--- config.mk ---
export PLATFORM = sky130hd
export DESIGN_NAME = tcr_regs
export DESIGN_NICKNAME = d
export VERILOG_FILES = /design/src/hdl/tcr_pkg.sv /design/src/hdl/tcr_regs.sv
export SDC_FILE = /design/constraint.sdc
export NUM_CORES = 1
export LEC_CHECK = 0
export BUFFER_PORTS_ARGS = -buffer_cell sky130_fd_sc_hd__buf_2
export CAP_MARGIN = 20
export CORE_MARGIN = 3
export CORE_UTILIZATION = 35
export CTS_CLUSTER_DIAMETER = 30
export CTS_CLUSTER_SIZE = 30
export DETAILED_ROUTE_END_ITERATION = 12
export GPL_TIMING_DRIVEN = 0
export MAX_ROUTING_LAYER = met4
export PLACE_DENSITY_LB_ADDON = 0.1
export SYNTH_ARGS = -nofsm -noshare
export SYNTH_HDL_FRONTEND = slang
export SYNTH_SLANG_ARGS = --single-unit
--- constraint.sdc ---
create_clock -name ref_clk_in -period 4.3 [get_ports ref_clk_in]
set_input_delay 0.645 -clock ref_clk_in [delete_from_list [all_inputs] [get_ports ref_clk_in]]
set_output_delay 0.645 -clock ref_clk_in [all_outputs]
set_load 0.03 [all_outputs]
--- src/hdl/tcr_pkg.sv ---
// Purpose: Shared constants and types for the transceiver config register bank
// Assumes: Avalon-MM slave with 8-bit register data in the low byte of a 32-bit word
// Notes:   Offsets printed are register indices; byte address is four times the index
package tcr_pkg;
    // Register indices
    localparam logic [6:0] TCR_IDX_FIFO    = 7'h00;
    localparam logic [6:0] TCR_IDX_OPMODE  = 7'h01;
    localparam logic [6:0] TCR_IDX_RATE_HI = 7'h02;
    localparam logic [6:0] TCR_IDX_RATE_LO = 7'h03;
    localparam logic [6:0] TCR_IDX_DEV_HI  = 7'h04;
    localparam logic [6:0] TCR_IDX_DEV_LO  = 7'h05;
    localparam logic [6:0] TCR_IDX_CARR_HI = 7'h06;
    localparam logic [6:0] TCR_IDX_CARR_MI = 7'h07;
    localparam logic [6:0] TCR_IDX_CARR_LO = 7'h08;
    localparam logic [6:0] TCR_IDX_IRQ1    = 7'h3e;
    localparam logic [6:0] TCR_IDX_IRQ2    = 7'h3f;
    localparam logic [6:0] TCR_IDX_ROUTE_L = 7'h40;
    localparam logic [6:0] TCR_IDX_ROUTE_H = 7'h41;
    localparam logic [6:0] TCR_IDX_REV     = 7'h42;
    localparam logic [6:0] TCR_IDX_GAIN_R  = 7'h43;
    localparam logic [6:0] TCR_IDX_GAIN_1  = 7'h44;
    localparam logic [6:0] TCR_IDX_GAIN_2  = 7'h45;
    localparam logic [6:0] TCR_IDX_GAIN_3  = 7'h46;
    localparam logic [6:0] TCR_IDX_HOP     = 7'h4b;
    localparam logic [6:0] TCR_IDX_REFIN   = 7'h58;
    localparam logic [6:0] TCR_IDX_AMP     = 7'h5a;
    localparam logic [6:0] TCR_IDX_LOOP    = 7'h5c;
    localparam logic [6:0] TCR_IDX_LOOP_LN = 7'h5e;
    localparam logic [6:0] TCR_IDX_TEMP    = 7'h6c;
    localparam logic [6:0] TCR_IDX_FRAC    = 7'h70;
    localparam logic [6:0] TCR_IDX_IRQMASK = 7'h71;
    // Reset values
    localparam logic [7:0] TCR_RST_OPMODE  = 8'h01;
    localparam logic [7:0] TCR_RST_RATE_HI = 8'h1a;
    localparam logic [7:0] TCR_RST_RATE_LO = 8'h0b;
    localparam logic [7:0] TCR_RST_DEV_HI  = 8'h00;
    localparam logic [7:0] TCR_RST_DEV_LO  = 8'h52;
    localparam logic [7:0] TCR_RST_CARR_HI = 8'he4;
    localparam logic [7:0] TCR_RST_CARR_MI = 8'hc0;
    localparam logic [7:0] TCR_RST_CARR_LO = 8'h00;
    localparam logic [7:0] TCR_RST_ROUTE   = 8'h00;
    localparam logic [7:0] TCR_RST_GAIN_R  = 8'h13;
    localparam logic [7:0] TCR_RST_GAIN_1  = 8'h0e;
    localparam logic [7:0] TCR_RST_GAIN_2  = 8'h5b;
    localparam logic [7:0] TCR_RST_GAIN_3  = 8'hdb;
    localparam logic [7:0] TCR_RST_HOP     = 8'h2e;
    localparam logic [7:0] TCR_RST_REFIN   = 8'h09;
    localparam logic [7:0] TCR_RST_AMP     = 8'h84;
    localparam logic [7:0] TCR_RST_LOOP    = 8'hd0;
    localparam logic [7:0] TCR_RST_FRAC    = 8'h00;
    localparam logic [7:0] TCR_RST_MASK    = 8'h00;
    localparam logic [7:0] TCR_RST_ST2     = 8'h40;
    // Field positions
    localparam int TCR_MODE_LSB  = 0;
    localparam int TCR_SHAPE_LSB = 3;
    localparam int TCR_MOD_LSB   = 5;
    localparam int TCR_DEV_HI_W  = 6;
    // Status bit positions: three in irq_status_one, four in irq_status_two
    localparam int TCR_ST1_LOCK    = 4;
    localparam int TCR_ST1_TIMEOUT = 2;
    localparam int TCR_ST1_RSSI    = 3;
    localparam int TCR_ST2_FULL    = 7;
    localparam int TCR_ST2_EMPTY   = 6;
    localparam int TCR_ST2_OVERRUN = 4;
    localparam int TCR_ST2_LOWBAT  = 0;
    // Fifo depth and bus answer
    localparam int          TCR_FIFO_DEPTH = 16;
    localparam logic [31:0] TCR_UNMAPPED   = 32'h0000_0000;

    typedef enum logic [2:0] {
        TCR_SLEEP, TCR_STANDBY, TCR_SYNTH_TX_PREP, TCR_TRANSMIT,
        TCR_SYNTH_RX_PREP, TCR_RECEIVE, TCR_RSVD6, TCR_RSVD7
    } tcr_opstate_type;
    typedef enum logic [1:0] {TCR_FSK, TCR_OOK, TCR_MOD_RSVD2, TCR_MOD_RSVD3} tcr_mod_type;
    typedef enum logic [2:0] {
        TCR_SH_NONE, TCR_SH_GAUSS_10, TCR_SH_GAUSS_05, TCR_SH_GAUSS_03,
        TCR_SH_CUT_1X, TCR_SH_CUT_2X, TCR_SH_INVALID
    } tcr_shape_type;

    typedef struct packed {
        logic [8:0]  address;
        logic        read;
        logic        write;
        logic [31:0] writedata;
    } tcr_avs_req_type;
    typedef struct packed {
        logic [31:0] readdata;
        logic        waitrequest;
    } tcr_avs_rsp_type;
    typedef struct packed {
        logic lock;
        logic timeout;
        logic rssi_over;
        logic low_battery;
        logic restart_rx;
    } tcr_events_type;
    typedef struct packed {
        tcr_opstate_type op_state;
        tcr_mod_type     modulation;
        tcr_shape_type   shaping;
        logic [19:0]     rate_divider_q4;
        logic [13:0]     freq_deviation;
        logic [23:0]     carrier_freq_word;
        logic [15:0]     pin_route;
        logic [7:0]      hop_control;
        logic [7:0]      ref_input;
        logic [7:0]      amp_high_power;
        logic [7:0]      loop_bw;
        logic [7:0]      loop_bw_low_noise;
        logic [31:0]     gain_settings;
    } tcr_config_type;
endpackage

--- src/hdl/tcr_regs.sv ---
// Purpose: Byte-wide configuration and status register bank of a packet transceiver
// Assumes: Avalon-MM slave, one word per register, single clock, synchronous reset
// Notes:   Fifo storage is flip-flops; status flags are write-one-to-clear except lock, full and empty
//
// The Avalon-MM slave port was decided locally.
`timescale 1ns/1ps
module tcr_regs #(
    parameter logic [7:0] REVISION_CODE = 8'h5a, // Arbitrary value
    parameter logic [7:0] TEMP_STORED   = 8'h00
) (
    // Clock and reset
    input  wire logic                     ref_clk_in,
    input  wire logic                     sys_rst_in,
    // Register bus
    input  wire tcr_pkg::tcr_avs_req_type avs_req_in,
    output tcr_pkg::tcr_avs_rsp_type      avs_rsp_out,
    // Events from the radio core
    input  wire tcr_pkg::tcr_events_type  events_in,
    // Configuration to the radio core
    output tcr_pkg::tcr_config_type       config_out,
    output logic                          irq_out
);
    import tcr_pkg::*;

    typedef struct packed {
        logic [TCR_FIFO_DEPTH-1:0][7:0] fifo_mem;
        logic [3:0]  wr_ptr;
        logic [3:0]  rd_ptr;
        logic [4:0]  count;
        logic [7:0]  opmode;
        logic [7:0]  rate_hi;
        logic [7:0]  rate_lo;
        logic [7:0]  dev_hi;
        logic [7:0]  dev_lo;
        logic [23:0] carr_reg;
        logic [23:0] carr_applied;
        logic [7:0]  st1;
        logic [7:0]  st2;
        logic [7:0]  mask;
        logic [15:0] route;
        logic [31:0] gain;
        logic [7:0]  hop;
        logic [7:0]  refin;
        logic [7:0]  amp;
        logic [7:0]  loop_bw;
        logic [7:0]  loop_ln;
        logic [7:0]  frac;
        logic        ack;
        logic [31:0] rdata;
        logic [1:0]  ev_sync_a;
        logic [1:0]  ev_sync_b;
    } tcr_state_type;

    tcr_state_type state;
    tcr_state_type next_state;
    logic [6:0]    idx;
    logic          access;
    logic          wr_acc;
    logic          rd_acc;
    logic [7:0]    wbyte;

    function automatic tcr_shape_type decode_shape(input logic [1:0] mk, input logic [1:0] sh);
        tcr_shape_type s;
        s = TCR_SH_INVALID;
        if (mk == 2'h0) begin
            s = tcr_shape_type'({1'b0, sh});
        end else if (mk == 2'h1) begin
            case (sh)
                2'h0:    s = TCR_SH_NONE;
                2'h1:    s = TCR_SH_CUT_1X;
                2'h2:    s = TCR_SH_CUT_2X;
                default: s = TCR_SH_INVALID;
            endcase
        end
        return s;
    endfunction

    function automatic logic [7:0] w1c(input logic [7:0] cur, input logic [7:0] clr,
                                       input logic [7:0] set);
        return (cur & ~clr) | set;
    endfunction

    // Readback mux
    function automatic logic [7:0] read_byte(input tcr_state_type s, input logic [6:0] i);
        logic [7:0] v;
        v = 8'h00;
        case (i)
            TCR_IDX_FIFO:    v = s.fifo_mem[s.rd_ptr];
            TCR_IDX_OPMODE:  v = s.opmode;
            TCR_IDX_RATE_HI: v = s.rate_hi;
            TCR_IDX_RATE_LO: v = s.rate_lo;
            TCR_IDX_DEV_HI:  v = s.dev_hi;
            TCR_IDX_DEV_LO:  v = s.dev_lo;
            TCR_IDX_CARR_HI: v = s.carr_reg[23:16];
            TCR_IDX_CARR_MI: v = s.carr_reg[15:8];
            TCR_IDX_CARR_LO: v = s.carr_reg[7:0];
            TCR_IDX_IRQ1:    v = s.st1;
            TCR_IDX_IRQ2:    v = s.st2;
            TCR_IDX_ROUTE_L: v = s.route[7:0];
            TCR_IDX_ROUTE_H: v = s.route[15:8];
            TCR_IDX_REV:     v = REVISION_CODE;
            TCR_IDX_GAIN_R:  v = s.gain[7:0];
            TCR_IDX_GAIN_1:  v = s.gain[15:8];
            TCR_IDX_GAIN_2:  v = s.gain[23:16];
            TCR_IDX_GAIN_3:  v = s.gain[31:24];
            TCR_IDX_HOP:     v = s.hop;
            TCR_IDX_REFIN:   v = s.refin;
            TCR_IDX_AMP:     v = s.amp;
            TCR_IDX_LOOP:    v = s.loop_bw;
            TCR_IDX_LOOP_LN: v = s.loop_ln;
            TCR_IDX_TEMP:    v = TEMP_STORED;
            TCR_IDX_FRAC:    v = s.frac;
            TCR_IDX_IRQMASK: v = s.mask;
            default:         v = TCR_UNMAPPED[7:0];
        endcase
        return v;
    endfunction

    assign idx    = avs_req_in.address[8:2];
    assign access = (avs_req_in.read | avs_req_in.write) & ~state.ack;
    // Writes land at the edge where waitrequest is already low
    assign wr_acc = avs_req_in.write & state.ack;
    assign rd_acc = access & avs_req_in.read;
    assign wbyte  = avs_req_in.writedata[7:0];

    always_comb begin
        logic [7:0] set1;
        logic [7:0] set2;
        logic [7:0] clr1;
        logic [7:0] clr2;
        logic       push;
        logic       pop;
        logic [2:0] new_mode;
        set1 = 8'h00;
        set2 = 8'h00;
        clr1 = 8'h00;
        clr2 = 8'h00;
        push = 1'b0;
        pop = 1'b0;
        new_mode = 3'h0;
        next_state = state;
        next_state.ack = access;
        next_state.ev_sync_a = {events_in.timeout, events_in.rssi_over};
        next_state.ev_sync_b = state.ev_sync_a;
        if (rd_acc) begin
            next_state.rdata = {24'h0, read_byte(state, idx)};
        end
        // Fifo push and pop through index zero
        if (idx == TCR_IDX_FIFO) begin
            push = wr_acc;
            pop  = rd_acc;
        end
        if (push && state.count == 5'(TCR_FIFO_DEPTH)) begin
            set2[TCR_ST2_OVERRUN] = 1'b1;
            push = 1'b0;
        end
        if (pop && state.count == 5'h0) begin
            pop = 1'b0;
        end
        if (push) begin
            next_state.fifo_mem[state.wr_ptr] = wbyte;
            next_state.wr_ptr = state.wr_ptr + 4'h1;
        end
        if (pop) begin
            next_state.rd_ptr = state.rd_ptr + 4'h1;
        end
        next_state.count = state.count + 5'(push) - 5'(pop);
        // Plain register writes
        if (wr_acc) begin
            case (idx)
                TCR_IDX_OPMODE:  next_state.opmode = {1'b0, wbyte[6:0]};
                TCR_IDX_RATE_HI: next_state.rate_hi = wbyte;
                TCR_IDX_RATE_LO: next_state.rate_lo = wbyte;
                TCR_IDX_DEV_HI:  next_state.dev_hi = {2'b00, wbyte[5:0]};
                TCR_IDX_DEV_LO:  next_state.dev_lo = wbyte;
                TCR_IDX_CARR_HI: next_state.carr_reg[23:16] = wbyte;
                TCR_IDX_CARR_MI: next_state.carr_reg[15:8] = wbyte;
                TCR_IDX_CARR_LO: next_state.carr_reg[7:0] = wbyte;
                TCR_IDX_IRQ1:    clr1 = wbyte;
                TCR_IDX_IRQ2:    clr2 = wbyte;
                TCR_IDX_ROUTE_L: next_state.route[7:0] = wbyte;
                TCR_IDX_ROUTE_H: next_state.route[15:8] = wbyte;
                TCR_IDX_GAIN_R:  next_state.gain[7:0] = wbyte;
                TCR_IDX_GAIN_1:  next_state.gain[15:8] = wbyte;
                TCR_IDX_GAIN_2:  next_state.gain[23:16] = wbyte;
                TCR_IDX_GAIN_3:  next_state.gain[31:24] = wbyte;
                TCR_IDX_HOP:     next_state.hop = wbyte;
                TCR_IDX_REFIN:   next_state.refin = wbyte;
                TCR_IDX_AMP:     next_state.amp = wbyte;
                TCR_IDX_LOOP:    next_state.loop_bw = wbyte;
                TCR_IDX_LOOP_LN: next_state.loop_ln = wbyte;
                TCR_IDX_FRAC:    next_state.frac = {4'h0, wbyte[3:0]};
                TCR_IDX_IRQMASK: next_state.mask = wbyte;
                default:         next_state.mask = state.mask;
            endcase
        end
        // Carrier word takes effect on entry to a prep state or receiver restart
        new_mode = next_state.opmode[2:0];
        if ((new_mode != state.opmode[2:0]
             && (new_mode == 3'h2 || new_mode == 3'h4))
            || events_in.restart_rx) begin
            next_state.carr_applied = next_state.carr_reg;
        end
        // Status flags: set wins over clear
        set1[TCR_ST1_TIMEOUT] = state.ev_sync_b[1];
        set1[TCR_ST1_RSSI]    = state.ev_sync_b[0];
        next_state.st1 = w1c(state.st1, clr1, set1);
        next_state.st1[TCR_ST1_LOCK] = events_in.lock;
        set2[TCR_ST2_LOWBAT] = events_in.low_battery;
        next_state.st2 = w1c(state.st2, clr2, set2);
        next_state.st2[TCR_ST2_FULL]  = next_state.count == 5'(TCR_FIFO_DEPTH);
        next_state.st2[TCR_ST2_EMPTY] = next_state.count == 5'h0;
    end

    always_ff @(posedge ref_clk_in) begin
        if (sys_rst_in) begin
            state <= '0;
            state.opmode <= TCR_RST_OPMODE;
            state.rate_hi <= TCR_RST_RATE_HI;
            state.rate_lo <= TCR_RST_RATE_LO;
            state.dev_hi <= TCR_RST_DEV_HI;
            state.dev_lo <= TCR_RST_DEV_LO;
            state.carr_reg <= {TCR_RST_CARR_HI, TCR_RST_CARR_MI, TCR_RST_CARR_LO};
            state.carr_applied <= {TCR_RST_CARR_HI, TCR_RST_CARR_MI, TCR_RST_CARR_LO};
            state.st2 <= TCR_RST_ST2;
            state.route <= {TCR_RST_ROUTE, TCR_RST_ROUTE};
            state.gain <= {TCR_RST_GAIN_3, TCR_RST_GAIN_2, TCR_RST_GAIN_1, TCR_RST_GAIN_R};
            state.hop <= TCR_RST_HOP;
            state.refin <= TCR_RST_REFIN;
            state.amp <= TCR_RST_AMP;
            state.loop_bw <= TCR_RST_LOOP;
            state.loop_ln <= TCR_RST_LOOP;
            state.frac <= TCR_RST_FRAC;
            state.mask <= TCR_RST_MASK;
        end else begin
            state <= next_state;
        end
    end

    // Outputs
    assign avs_rsp_out.waitrequest = ~state.ack & (avs_req_in.read | avs_req_in.write);
    assign avs_rsp_out.readdata    = state.rdata;
    assign irq_out                 = |({state.st1, state.st2} & {state.mask, state.mask});
    assign config_out.op_state     = tcr_opstate_type'(state.opmode[2:0]);
    assign config_out.modulation   = tcr_mod_type'(state.opmode[6:5]);
    assign config_out.shaping      = decode_shape(state.opmode[6:5], state.opmode[4:3]);
    assign config_out.rate_divider_q4 = {state.rate_hi, state.rate_lo, state.frac[3:0]};
    assign config_out.freq_deviation  = {state.dev_hi[5:0], state.dev_lo};
    assign config_out.carrier_freq_word = state.carr_applied;
    assign config_out.pin_route      = state.route;
    assign config_out.hop_control    = state.hop;
    assign config_out.ref_input      = state.refin;
    assign config_out.amp_high_power = state.amp;
    assign config_out.loop_bw        = state.loop_bw;
    assign config_out.loop_bw_low_noise = state.loop_ln;
    assign config_out.gain_settings  = state.gain;
endmodule

==> results of run 1 <==
## worst min-delay path by stage
stage | end | depth (start not counted)
final | next_state[0]$_SDFF_PP0_ | 2
after floorplan | state[151]$_SDFF_PP0_ | 2
after detailed placement | state[1]$_SDFF_PP0_ | 1
after CTS | next_state[0]$_SDFF_PP0_ | 2
after global routing | next_state[0]$_SDFF_PP0_ | 2
after global placement | state[0]$_SDFF_PP0_ | 1
## synth_stat cells (5+ instances only)
cell type	n
nand2_1	372
dfxtp_1	355
buf_4	184
nor2_1	180
mux2i_1	175
a21oi_1	154
clkbuf_1	91
nand3_1	43
buf_2	32
mux4_2	32
a22oi_1	24
a211oi_1	21
and3_1	20
o21ai_0	20
a32oi_1	18
nor3_1	18
nor2b_1	17
buf_1	13
nand2b_1	12
nor2_4	12
ha_1	11
inv_1	11
nand4_1	11
nor4_1	11
a22o_1	9
and2_1	9
nor2_2	9
o211ai_1	9
mux2_2	8
nand3b_1	7
nor4b_1	6
or3_1	6
xnor2_1	6
a2111oi_0	5
nor3_4	5
## per-stage QoR
| stage | setup slack [ns] | area [µm²] |
|---|---|---|
| final | 0.2185 | 22570 |
| after global routing | 0.08785 | 22570 |
| after global placement | -0.3406 | 19240 |
| after floorplan | 0.8268 | 17510 |
| after detailed placement | -0.3228 | 19290 |
| after CTS | 0.3345 | 22570 |
## power by group
group / total [µW] / internal [µW] / switching (µW)
Combinational: 496 / 112 / 384
Sequential: 3330 / 3320 / 10.4
Clock: 7190 / 5000 / 2190
Total: 11000 / 8430 / 2590
## sequential cells by signal, indices dropped and copies added (netlist names)
register,cells
state,194
avs_rsp_out,8
config_out,151
next_state,2
## kinds of logic after synthesis
group	after synthesis
adders and majority gates	12
and+or+nand+nor	779
muxes	215
buffers and inverters	334
other	1
xor gates and xnor gates	10
DFF	355
AOI/OAI and AO/OA	290
## area by class of cell
type	count	area (µm²)	share of cell area, %
buffer	322	1954	8.659
sequential	355	7107	31.49
clock inverter	56	706.9	3.132
clock buffer	114	2570	11.39
inverter	12	45.04	0.1996
multi-input combinational	1330	8407	37.25
timing repair buffer	187	948.4	4.202
tap	664	830.8	3.681
## cell usage in the layout, fill, tap and decap left out, types with 10 or more instances in the layout
| master | synthesis | layout |
|---|---|---|
| ha_1 | 11 | 11 |
| nand4_1 | 11 | 11 |
| inv_1 | 11 | 11 |
| clkinv_2 | 0 | 24 |
| nor2_1 | 180 | 180 |
| nor4_1 | 11 | 10 |
| buf_2 | 32 | 214 |
| buf_1 | 13 | 15 |
| nand2b_1 | 12 | 12 |
| bufinv_16 | 0 | 13 |
| mux2i_1 | 175 | 175 |
| clkbuf_1 | 91 | 99 |
| a22oi_1 | 24 | 24 |
| and3_1 | 20 | 20 |
| conb_1 | 1 | 24 |
| a21oi_1 | 154 | 154 |
| nand2_1 | 372 | 372 |
| o21ai_0 | 20 | 20 |
| buf_4 | 184 | 186 |
| nand3_1 | 43 | 43 |
| dfxtp_1 | 355 | 355 |
| a32oi_1 | 18 | 18 |
| mux4_2 | 32 | 32 |
| clkbuf_8 | 0 | 10 |
| nor3_1 | 18 | 18 |
| nor2b_1 | 17 | 17 |
| clkbuf_16 | 0 | 96 |
| nor2_4 | 12 | 12 |
| a211oi_1 | 21 | 21 |
## routing by layer
metal,GRT usage [%],vias to the layer above
met3,5.050,157
met2,50.79,611
met4,12.25,0
li1,-,7346
met1,35.71,7972
met5,-,-
==> impl_metrics.tcl, run 1 <==
set metrics [dict create \
    status "finished clean" \
    instances_no_fill 3040 \
    htree_levels 3 \
    met3_wirelength_um 4392 \
    yosysTopAreaCellShare_pct 40.80 \
    synth_xor_area_share_pct 0.5028 \
    netlist_instances 1996 \
    synth_adder_area_share_pct 0.9050 \
    coreArea_mm2 0.04905 \
    end_kind "flop" \
    finalPower_uw 11010 \
    drv_slew 0 \
    fin_tns_setup_ns 0 \
    holdWs_ns 0.2391 \
    start_util_pct 35.51 \
    wl_per_cell_um 25.85 \
    yosys.area_share.simple_pct 21.20 \
    routed_wl_um 78590 \
    placement_rows 81 \
    cts_resized 0 \
    required_ns 4.87 \
    nets 2364 \
    root_buffer "clkbuf_16" \
    finalSetupViolCount 0 \
    ys_types 70 \
    drt_pre_antenna_iters 6 \
    critPathKind "input port to flop" \
    gp_congestion 1.021 \
    fmax_mhz 245.0 \
    drc_errors 0 \
    synth_area_leaders "dfxtp_1 41%, mux2i_1 10%, nand2_1 8.0%, buf_4 7.9%, a21oi_1 4.4%" \
    insertion_delay_ns 0.64 \
    insertedDiodeCount 0 \
    via_count 16086 \
    fill_cells 4853 \
    r2r_setup_slack_ns 0.50 \
    endpoint "state[147]$_SDFF_PP1_" \
    irDropWorstVdd_uv 390.9 \
    power.leakage_uw 0.008788 \
    top_layer "met4" \
    num_io_pins 238 \
    crit_buf_inv 5 \
    syn2layout_area_growth_pct 29.56 \
    grt_pass1_vias 15818 \
    critPathMostFrequentCell "buf_2" \
    power_density_mw_per_mm2 487.9 \
    synth_area_leader_cell "dfxtp_1" \
    drtIter0Drc 1329 \
    hp-class "input port to flop" \
    seq_area_frac_synth_pct 40.80 \
    ys_ff_latch 355 \
    hold_start "events_in[2]" \
    slowest_delay_ns 0.54 \
    slowest_stage "or3_1" \
    clock_sinks 355 \
    finalCritPeriodShare_pct 94.92 \
    synth_top_family_by_area "simple AND/OR/NAND/NOR gates" \
    synth-compound-area-share_pct 10.39 \
    crit_start "avs_req_in[42]" \
    numPlacedInstances 2870 \
    worst-path-stages 17 \
    cts_buffer_depth 3 \
    relSlewSlack_pct 17.05 \
    hpwl_um 59080 \
    die_area_mm2 0.05249 \
    path_max_fanout 10 \
    yosys-mux-area-fraction_pct 14.71 \
    layout_min_cycle_time_ns 4.082 \
    io_buffers 180 \
    fp.dieW_um 229.1 \
    antenna_left 0 \
    final_util_pct 46.01 \
    vias_per_cell 5.291 \
    hold_buffers 0 \
    wirelength_met1_um 32180 \
    cts_setup_buffers 0 \
    drv_cap 0 \
    grt-ovfl-total 0 \
    cp_cell_sequence "buf_2, buf_2, nor3_1, buf_2, buf_2, nand2_1, or3_1, ha_1, inv_1, ha_1, fa_1, a21oi_1, nor2_1, nor2_1, xnor2_1, nor2_1, a21oi_1" \
    ys_warn_count 0 \
    grt_pass1_wl_um 112000 \
    r2r-end "state[147]$_SDFF_PP1_" \
    route.met2.wl_um 38720 \
    drive_gt1_share_pct 27.19 \
    hold_viol 0 \
    antenna_found_initial 0 \
    syn_area_mm2 0.01742 \
    fp.dieH_um 229.1 \
    grt_usage_pct 30.10 \
    grt_max_degree 14 \
    start_kind "input port" \
    tightest_slew_ns 1.227 \
    syn-mean-instance-area_um2 8.728 \
    cts_buffers 94 \
    r2r_start "state[36]$_SDFF_PP0_" \
    synth_edf_count 0 \
    fin_skew_ns 0.02657 \
    crit_family "simple AND/OR/NAND/NOR gates" \
    clk_pin_slew_ns 0.05 \
    ys.flop_type "dfxtp_1" \
    reg2regPathDepth 14 \
    rsz0062_at_grt "no" \
    arrival_ns 4.66 \
    cts_tree "yes" \
    async_reset_ff_share_pct 0 \
]
(Power assumes the default switching activity.)
==> run 2: changes to the inputs <==
--- a/config.mk
+++ b/config.mk
@@ -6,7 +6,6 @@
 export NUM_CORES = 1
 export LEC_CHECK = 0
 export BUFFER_PORTS_ARGS = -buffer_cell sky130_fd_sc_hd__buf_2
-export CAP_MARGIN = 20
 export CORE_MARGIN = 3
 export CORE_UTILIZATION = 35
 export CTS_CLUSTER_DIAMETER = 30
@@ -15,6 +14,7 @@
 export GPL_TIMING_DRIVEN = 0
 export MAX_ROUTING_LAYER = met4
 export PLACE_DENSITY_LB_ADDON = 0.1
+export REMOVE_ABC_BUFFERS = 1
 export SYNTH_ARGS = -nofsm -noshare
 export SYNTH_HDL_FRONTEND = slang
 export SYNTH_SLANG_ARGS = --single-unit
==> impl_metrics.tcl, run 2 (synthesis gave the netlist of run 1 again) <==
set metrics [dict create \
    drv_cap 0 \
    r2r_start "state[36]$_SDFF_PP0_" \
    placement_rows 81 \
    htree_levels 3 \
    placed_cell_area_mm2 0.01759 \
    tightest_slew_ns 1.355 \
    relSlewSlack_pct 9.658 \
    die_area_mm2 0.05249 \
    place_ws_ns -0.4162 \
    insertion_delay_ns 0.61 \
    num_io_pins 238 \
    drt_pre_antenna_iters 5 \
    nets 2060 \
    largest_register_ffs 194 \
    finalWorstSetupSlack_ns 0.4703 \
    grt_pass1_wl_um 92630 \
    hold_start "events_in[3]" \
    numPlacedInstances 2562 \
    routed_wl_um 63810 \
    start_kind "input port" \
    power_density_mw_per_mm2 522.2 \
    clock_sinks 355 \
    end_kind "flop" \
    antenna_left 0 \
    antenna_found_initial 1 \
    required_ns 4.73 \
    finalCritPeriodShare_pct 89.06 \
    fp.dieH_um 229.1 \
    irDropWorstVdd_uv 281.1 \
    coreArea_mm2 0.04905 \
    reg2regPathDepth 13 \
    cts_tree "yes" \
    clk_pin_slew_ns 0.04 \
    root_buffer "clkbuf_16" \
    top_register "state" \
    hp-class "input port to flop" \
    final_cell_area_mm2 0.02098 \
    fmax_mhz 261.1 \
    drv_slew 0 \
    layout_commonest_cell "nand2_1" \
    finalSetupViolCount 0 \
    met3_wirelength_um 4238 \
    crit_start "avs_req_in[37]" \
    path_max_fanout 46 \
    route.met2.wl_um 30350 \
    fp.dieW_um 229.1 \
    wl_per_cell_um 23.24 \
    holdPathEnd "next_state[1]$_SDFF_PP0_" \
    start_util_pct 35.51 \
    arrival_ns 4.26 \
    top_layer "met4" \
    r2r_setup_slack_ns 0.62 \
    hold_path_depth 2 \
    gp_congestion 0.9530 \
    hold_viol 0 \
    grt-ovfl-total 0 \
    drtIter0Drc 1031 \
    grt_usage_pct 24.16 \
    grt_max_degree 110 \
    r2r-end "state[147]$_SDFF_PP1_" \
    critPathKind "input port to flop" \
    hpwl_um 43290 \
    layout_min_cycle_time_ns 3.830 \
    fin_skew_ns 0.02134 \
    io_buffers 187 \
    cts_buffer_depth 3 \
    instances_no_fill 2746 \
    power.leakage_uw 0.007766 \
    grt_pass1_vias 14075 \
    via_count 14499 \
    layout_common_cells "372 x nand2_1, 353 x dfxtp_1, 187 x buf_2" \
    syn2layout_area_growth_pct 20.40 \
    cts_buffers 97 \
    wirelength_met1_um 26710 \
    vias_per_cell 5.280 \
    drc_errors 0 \
    rsz0062_at_grt "no" \
    drive_gt1_share_pct 22.35 \
    status "finished clean" \
]
## run 2: cell count changes in the layout (fill, tap and decap cells not counted), moves of 5 or more
cell | before | now
buf_4 | 186 | 4
clkinv_2 | 24 | 29
buf_1 | 15 | 0
clkbuf_8 | 10 | 22
buf_2 | 214 | 187
clkinv_4 | 6 | 0
clkbuf_1 | 99 | 10
## run 2: worst max-delay path, stage by stage
cell and delay (ns):
buf_2 0.45, nor4_4 0.73, buf_4 0.29, nand2_1 0.17, nor3_2 0.47, ha_1 0.21
inv_1 0.04, ha_1 0.21, fa_1 0.44, a21oi_1 0.14, nor2_1 0.05, nor2_1 0.12
xnor2_1 0.11, nor2_1 0.13, a21oi_1 0.05
## run 2: area by class of cell
class / count / area, µm²
multi-input cells: 1330 / 8477
repair buffers: 202 / 1145
flip-flops and latches: 355 / 7109
inverters: 12 / 45.04
clock inverters: 52 / 573.1
well taps: 664 / 830.8
fillers: 4841 / 28080
clock buffers: 130 / 2793
diodes: 1 / 2.502
## run 2: timing repair
action,CTS,global route
hold buffers,0,0
gates resized for setup,0,1
setup buffers,0,0
setup endpoints to repair,0,1
## run 2: through the flow
stage | setup TNS [ns] | hold slack, ns | util [%] | total power, µW
2_1_floorplan | 0 | 0.4130 | - | 3529
5_1_grt | 0 | 0.2335 | 42.76 | 11270
6_report | 0 | 0.2529 | 42.76 | 10950
3_3_place_gp | -472.77 | 0.4275 | 35.31 | 3758
4_1_cts | 0 | 0.2305 | 42.73 | 11050
3_5_place_dp | -1.170 | 0.4300 | 35.86 | 3774
## run 2: where the power goes
group / total (µW) / switching, µW / internal (µW) / leakage [µW]
Sequential: 3330 / 10.6 / 3320 / 0.00287
Combinational: 390 / 314 / 76.2 / 0.00323
Clock: 7230 / 2130 / 5100 / 0.00167
## run 2: per-layer routing
layer,track usage (%),up-vias
met5,-,-
met4,9.569,0
met3,5.112,134
met2,39.05,569
met1,29.54,7048
li1,-,6748
## run 2: worst max path at each step
stage | to | slack (ns) | cells after the start
final | state[147]$_SDFF_PP1_ | 0.47 | 15
after global routing | state[147]$_SDFF_PP1_ | 0.18 | 15
after CTS | state[147]$_SDFF_PP1_ | 0.19 | 15
after detailed placement | state[147]$_SDFF_PP1_ | -0.42 | 15
after global placement | state[154]$_SDFF_PP0_ | -3.83 | 3
after floorplan | state[147]$_SDFF_PP1_ | 0.25 | 13
==> run 3: changes to the inputs <==
--- a/config.mk
+++ b/config.mk
@@ -5,6 +5,7 @@
 export SDC_FILE = /design/constraint.sdc
 export NUM_CORES = 1
 export LEC_CHECK = 0
+export ABC_AREA = 1
 export BUFFER_PORTS_ARGS = -buffer_cell sky130_fd_sc_hd__buf_2
 export CORE_MARGIN = 3
 export CORE_UTILIZATION = 35
==> impl_metrics.tcl, run 3 <==
set metrics [dict create \
    status "finished clean" \
    required_ns 4.84 \
    instances_no_fill 3235 \
    fin_tns_setup_ns 0 \
    r2r-end "state[148]$_SDFF_PP0_" \
    grt_max_degree 171 \
    cp_cell_sequence "nand2_1, clkinvlp_4, buf_4, o211ai_4, ha_1, inv_1, ha_1, fa_1, a21oi_1, nor2_1, nor2_1, xor2_1, nand2_1, nor2_1" \
    rsz0062_at_grt "no" \
    gp_congestion 0.9165 \
    finalCritPeriodShare_pct 86.14 \
    drive_gt1_share_pct 16.58 \
    hp-class "input port to flop" \
    nets 2552 \
    cts_buffer_depth 3 \
    cts_buffers 99 \
    path_max_fanout 16 \
    synth_area_leaders "dfxtp_1 40%, nand2_1 11%, buf_4 8.1%, nand3_1 7.7%, a21oi_1 6.6%" \
    irDropWorstVdd_uv 295.7 \
    fmax_mhz 270.0 \
    relSlewSlack_pct 2.063 \
    clock_sinks 355 \
    slowest_delay_ns 0.64 \
    num_io_pins 238 \
    synth_edf_count 0 \
    antenna_found_initial 1 \
    slowest_stage "nand2_1" \
    fp.dieW_um 230.1 \
    via_count 16393 \
    routed_wl_um 64080 \
    r2r_setup_slack_ns 0.60 \
    coreArea_mm2 0.04925 \
    start_util_pct 35.67 \
    hold_viol 0 \
    p_clk_share_pct 66.9 \
    arrival_ns 4.25 \
    syn-mean-instance-area_um2 7.040 \
    numPlacedInstances 3048 \
    multi_input_area_mm2 0.007720 \
    vias_per_cell 5.067 \
    ys_ff_latch 355 \
    finalWorstSetupSlack_ns 0.5959 \
    fin_skew_ns 0.01561 \
    power.leakage_uw 0.009203 \
    hold_path_depth 3 \
    syn2layout_area_growth_pct 19.82 \
    start_kind "flop" \
    drt_pre_antenna_iters 5 \
    finalSetupViolCount 0 \
    hold_buffers 0 \
    grt-ovfl-total 0 \
    critPathKind "flop to flop" \
    cts_tree "yes" \
    ys.flop_type "dfxtp_1" \
    layout_commonest_cell "nand2_1" \
    root_buffer "clkbuf_16" \
    grt_usage_pct 24.20 \
    layout_min_cycle_time_ns 3.704 \
    switching_share_pct 21.59 \
    grt_pass1_vias 15135 \
    drv_slew 0 \
    ff_latch_area_mm2 0.007112 \
    yosysMostFrequentCell "nand2_1" \
    power_frac_seq_pct 29.7 \
    critPathMostFrequentCell "nor2_1" \
    async_reset_ff_share_pct 0 \
    drv_cap 0 \
    ys_types 40 \
    synthTopCellsByCount "520 x nand2_1, 355 x dfxtp_1, 270 x nand3_1" \
    reg2regPathDepth 14 \
    syn_area_mm2 0.01757 \
    netlist_instances 2496 \
    power_density_mw_per_mm2 534.0 \
    fp.dieH_um 230.1 \
    htree_levels 3 \
    r2r_start "state[36]$_SDFF_PP0_" \
    fill_cells 5120 \
    insertion_delay_ns 0.62 \
    antenna_left 0 \
    wl_per_cell_um 19.81 \
    die_area_mm2 0.05293 \
    ys_warn_count 0 \
    drtIter0Drc 1449 \
    layout_common_cells "520 x nand2_1, 353 x dfxtp_1, 270 x nand3_1" \
    io_buffers 187 \
    grt_pass1_wl_um 94800 \
    place_ws_ns -0.7347 \
    endpoint "state[148]$_SDFF_PP0_" \
    p_comb_share_pct 3.5 \
    crit_start "state[36]$_SDFF_PP0_" \
    p_int_uw 8814 \
    drc_errors 0 \
    largest_register_ffs 194 \
    seq_area_frac_synth_pct 40.45 \
    hpwl_um 41980 \
    clk_pin_slew_ns 0.04 \
    top_register "state" \
    yosysTopAreaCellShare_pct 40.45 \
    end_kind "flop" \
    placement_rows 81 \
    synth_area_leader_cell "dfxtp_1" \
    p_switching_uw 2428 \
    tightest_slew_ns 1.464 \
]
run 3: cell types whose count changed after synthesis, moves of 13 or more:
cell and change:
inv_1 +195, nand3_1 +227, a22oi_1 -23, a21oi_1 +78, nor3_1 -13, nand2_1 +148
mux2i_1 -175, o21ai_0 +176, mux4_2 -32, o211ai_1 +39, a32oi_1 -18, and3_1 -20
nor2_1 +15, nor2b_1 -17
run 3: how the worst min path moves through the flow:
| stage | to | startpoint | slack, ns |
|---|---|---|---|
| 4_1_cts | state[153]$_SDFF_PP0_ | events_in[4] | 0.21 |
| 3_5_place_dp | state[1]$_SDFF_PP0_ | next_state[1]$_SDFF_PP0_ | 0.40 |
| 3_3_place_gp | state[1]$_SDFF_PP0_ | next_state[1]$_SDFF_PP0_ | 0.39 |
| 2_1_floorplan | state[0]$_SDFF_PP0_ | next_state[0]$_SDFF_PP0_ | 0.39 |
| 5_1_grt | state[153]$_SDFF_PP0_ | events_in[4] | 0.25 |
| 6_report | state[153]$_SDFF_PP0_ | events_in[4] | 0.24 |
run 3: cells by family (layout without fill, tap and decap cells):
| group | Yosys count | in the layout | synth area share (%) |
|---|---|---|---|
| adders and majority gates | 12 | 12 | 0.8972 |
| xor gates and xnor gates | 4 | 4 | 0.1994 |
| other | 1 | 25 | 0.02134 |
| AOI/OAI and AO/OA | 506 | 506 | 15.57 |
| and+or+nand+nor | 1070 | 1070 | 26.71 |
| DFF | 355 | 355 | 40.45 |
| buffers and inverters | 548 | 599 | 16.15 |
run 3: stage by stage:
step	total power, µW	area [µm²]	hold WS (ns)	util [%]
4_1_cts	11310	21020	0.2127	42.67
2_1_floorplan	3587	15650	0.3883	-
3_5_place_dp	3775	17540	0.3977	35.62
3_3_place_gp	3775	17420	0.3945	35.37
6_report	11240	21050	0.2425	42.74
5_1_grt	11550	21050	0.2493	42.74
run 3: power groups by stage:
stage | sequential [µW] | combinational, µW | clock, µW
floorplan | 3410 | 172 | 0
global placement | 3390 | 384 | 0
detailed placement | 3390 | 384 | 0
CTS | 3330 | 387 | 7590
global route | 3330 | 422 | 7790
finish | 3330 | 392 | 7520
run 3: layout make-up:
type | count | area share (%)
Multi-Input combinational cell | 1616 | 36.67
Sequential cell | 355 | 33.78
Clock buffer | 151 | 14.43
Timing Repair Buffer | 195 | 5.081
Inverter | 222 | 4.018
Tap cell | 664 | 3.946
Clock inverter | 30 | 2.039
Timing Repair inverter | 1 | 0.02377
Antenna cell | 1 | 0.01189
run 3: per-layer routing:
metal	global-route usage (%)	vias to the layer above	wire [µm]
li1	-	7968	-
met1	33.42	7704	29980
met2	34.64	585	27500
met3	5.922	136	4616
met4	7.833	0	1991
met5	-	-	0
run 3: critical path: cells and delay by family (launching register included):
family / cells / cell delay (ns)
compound gates: 2 / 0.45
xor+xnor: 1 / 0.18
fa+ha+maj: 3 / 1.03
buf+inv: 3 / 0.56
flops: 1 / 0.34
simple gates: 5 / 1.03
run 3: what timing repair did:
| action | CTS | global route |
|---|---|---|
| setup endpoints to repair | 13 | 4 |
| resized for setup | 1 | 0 |
| gates cloned | 1 | 0 |
| hold endpoints to repair | 0 | 0 |
| setup buffers | 0 | 4 |
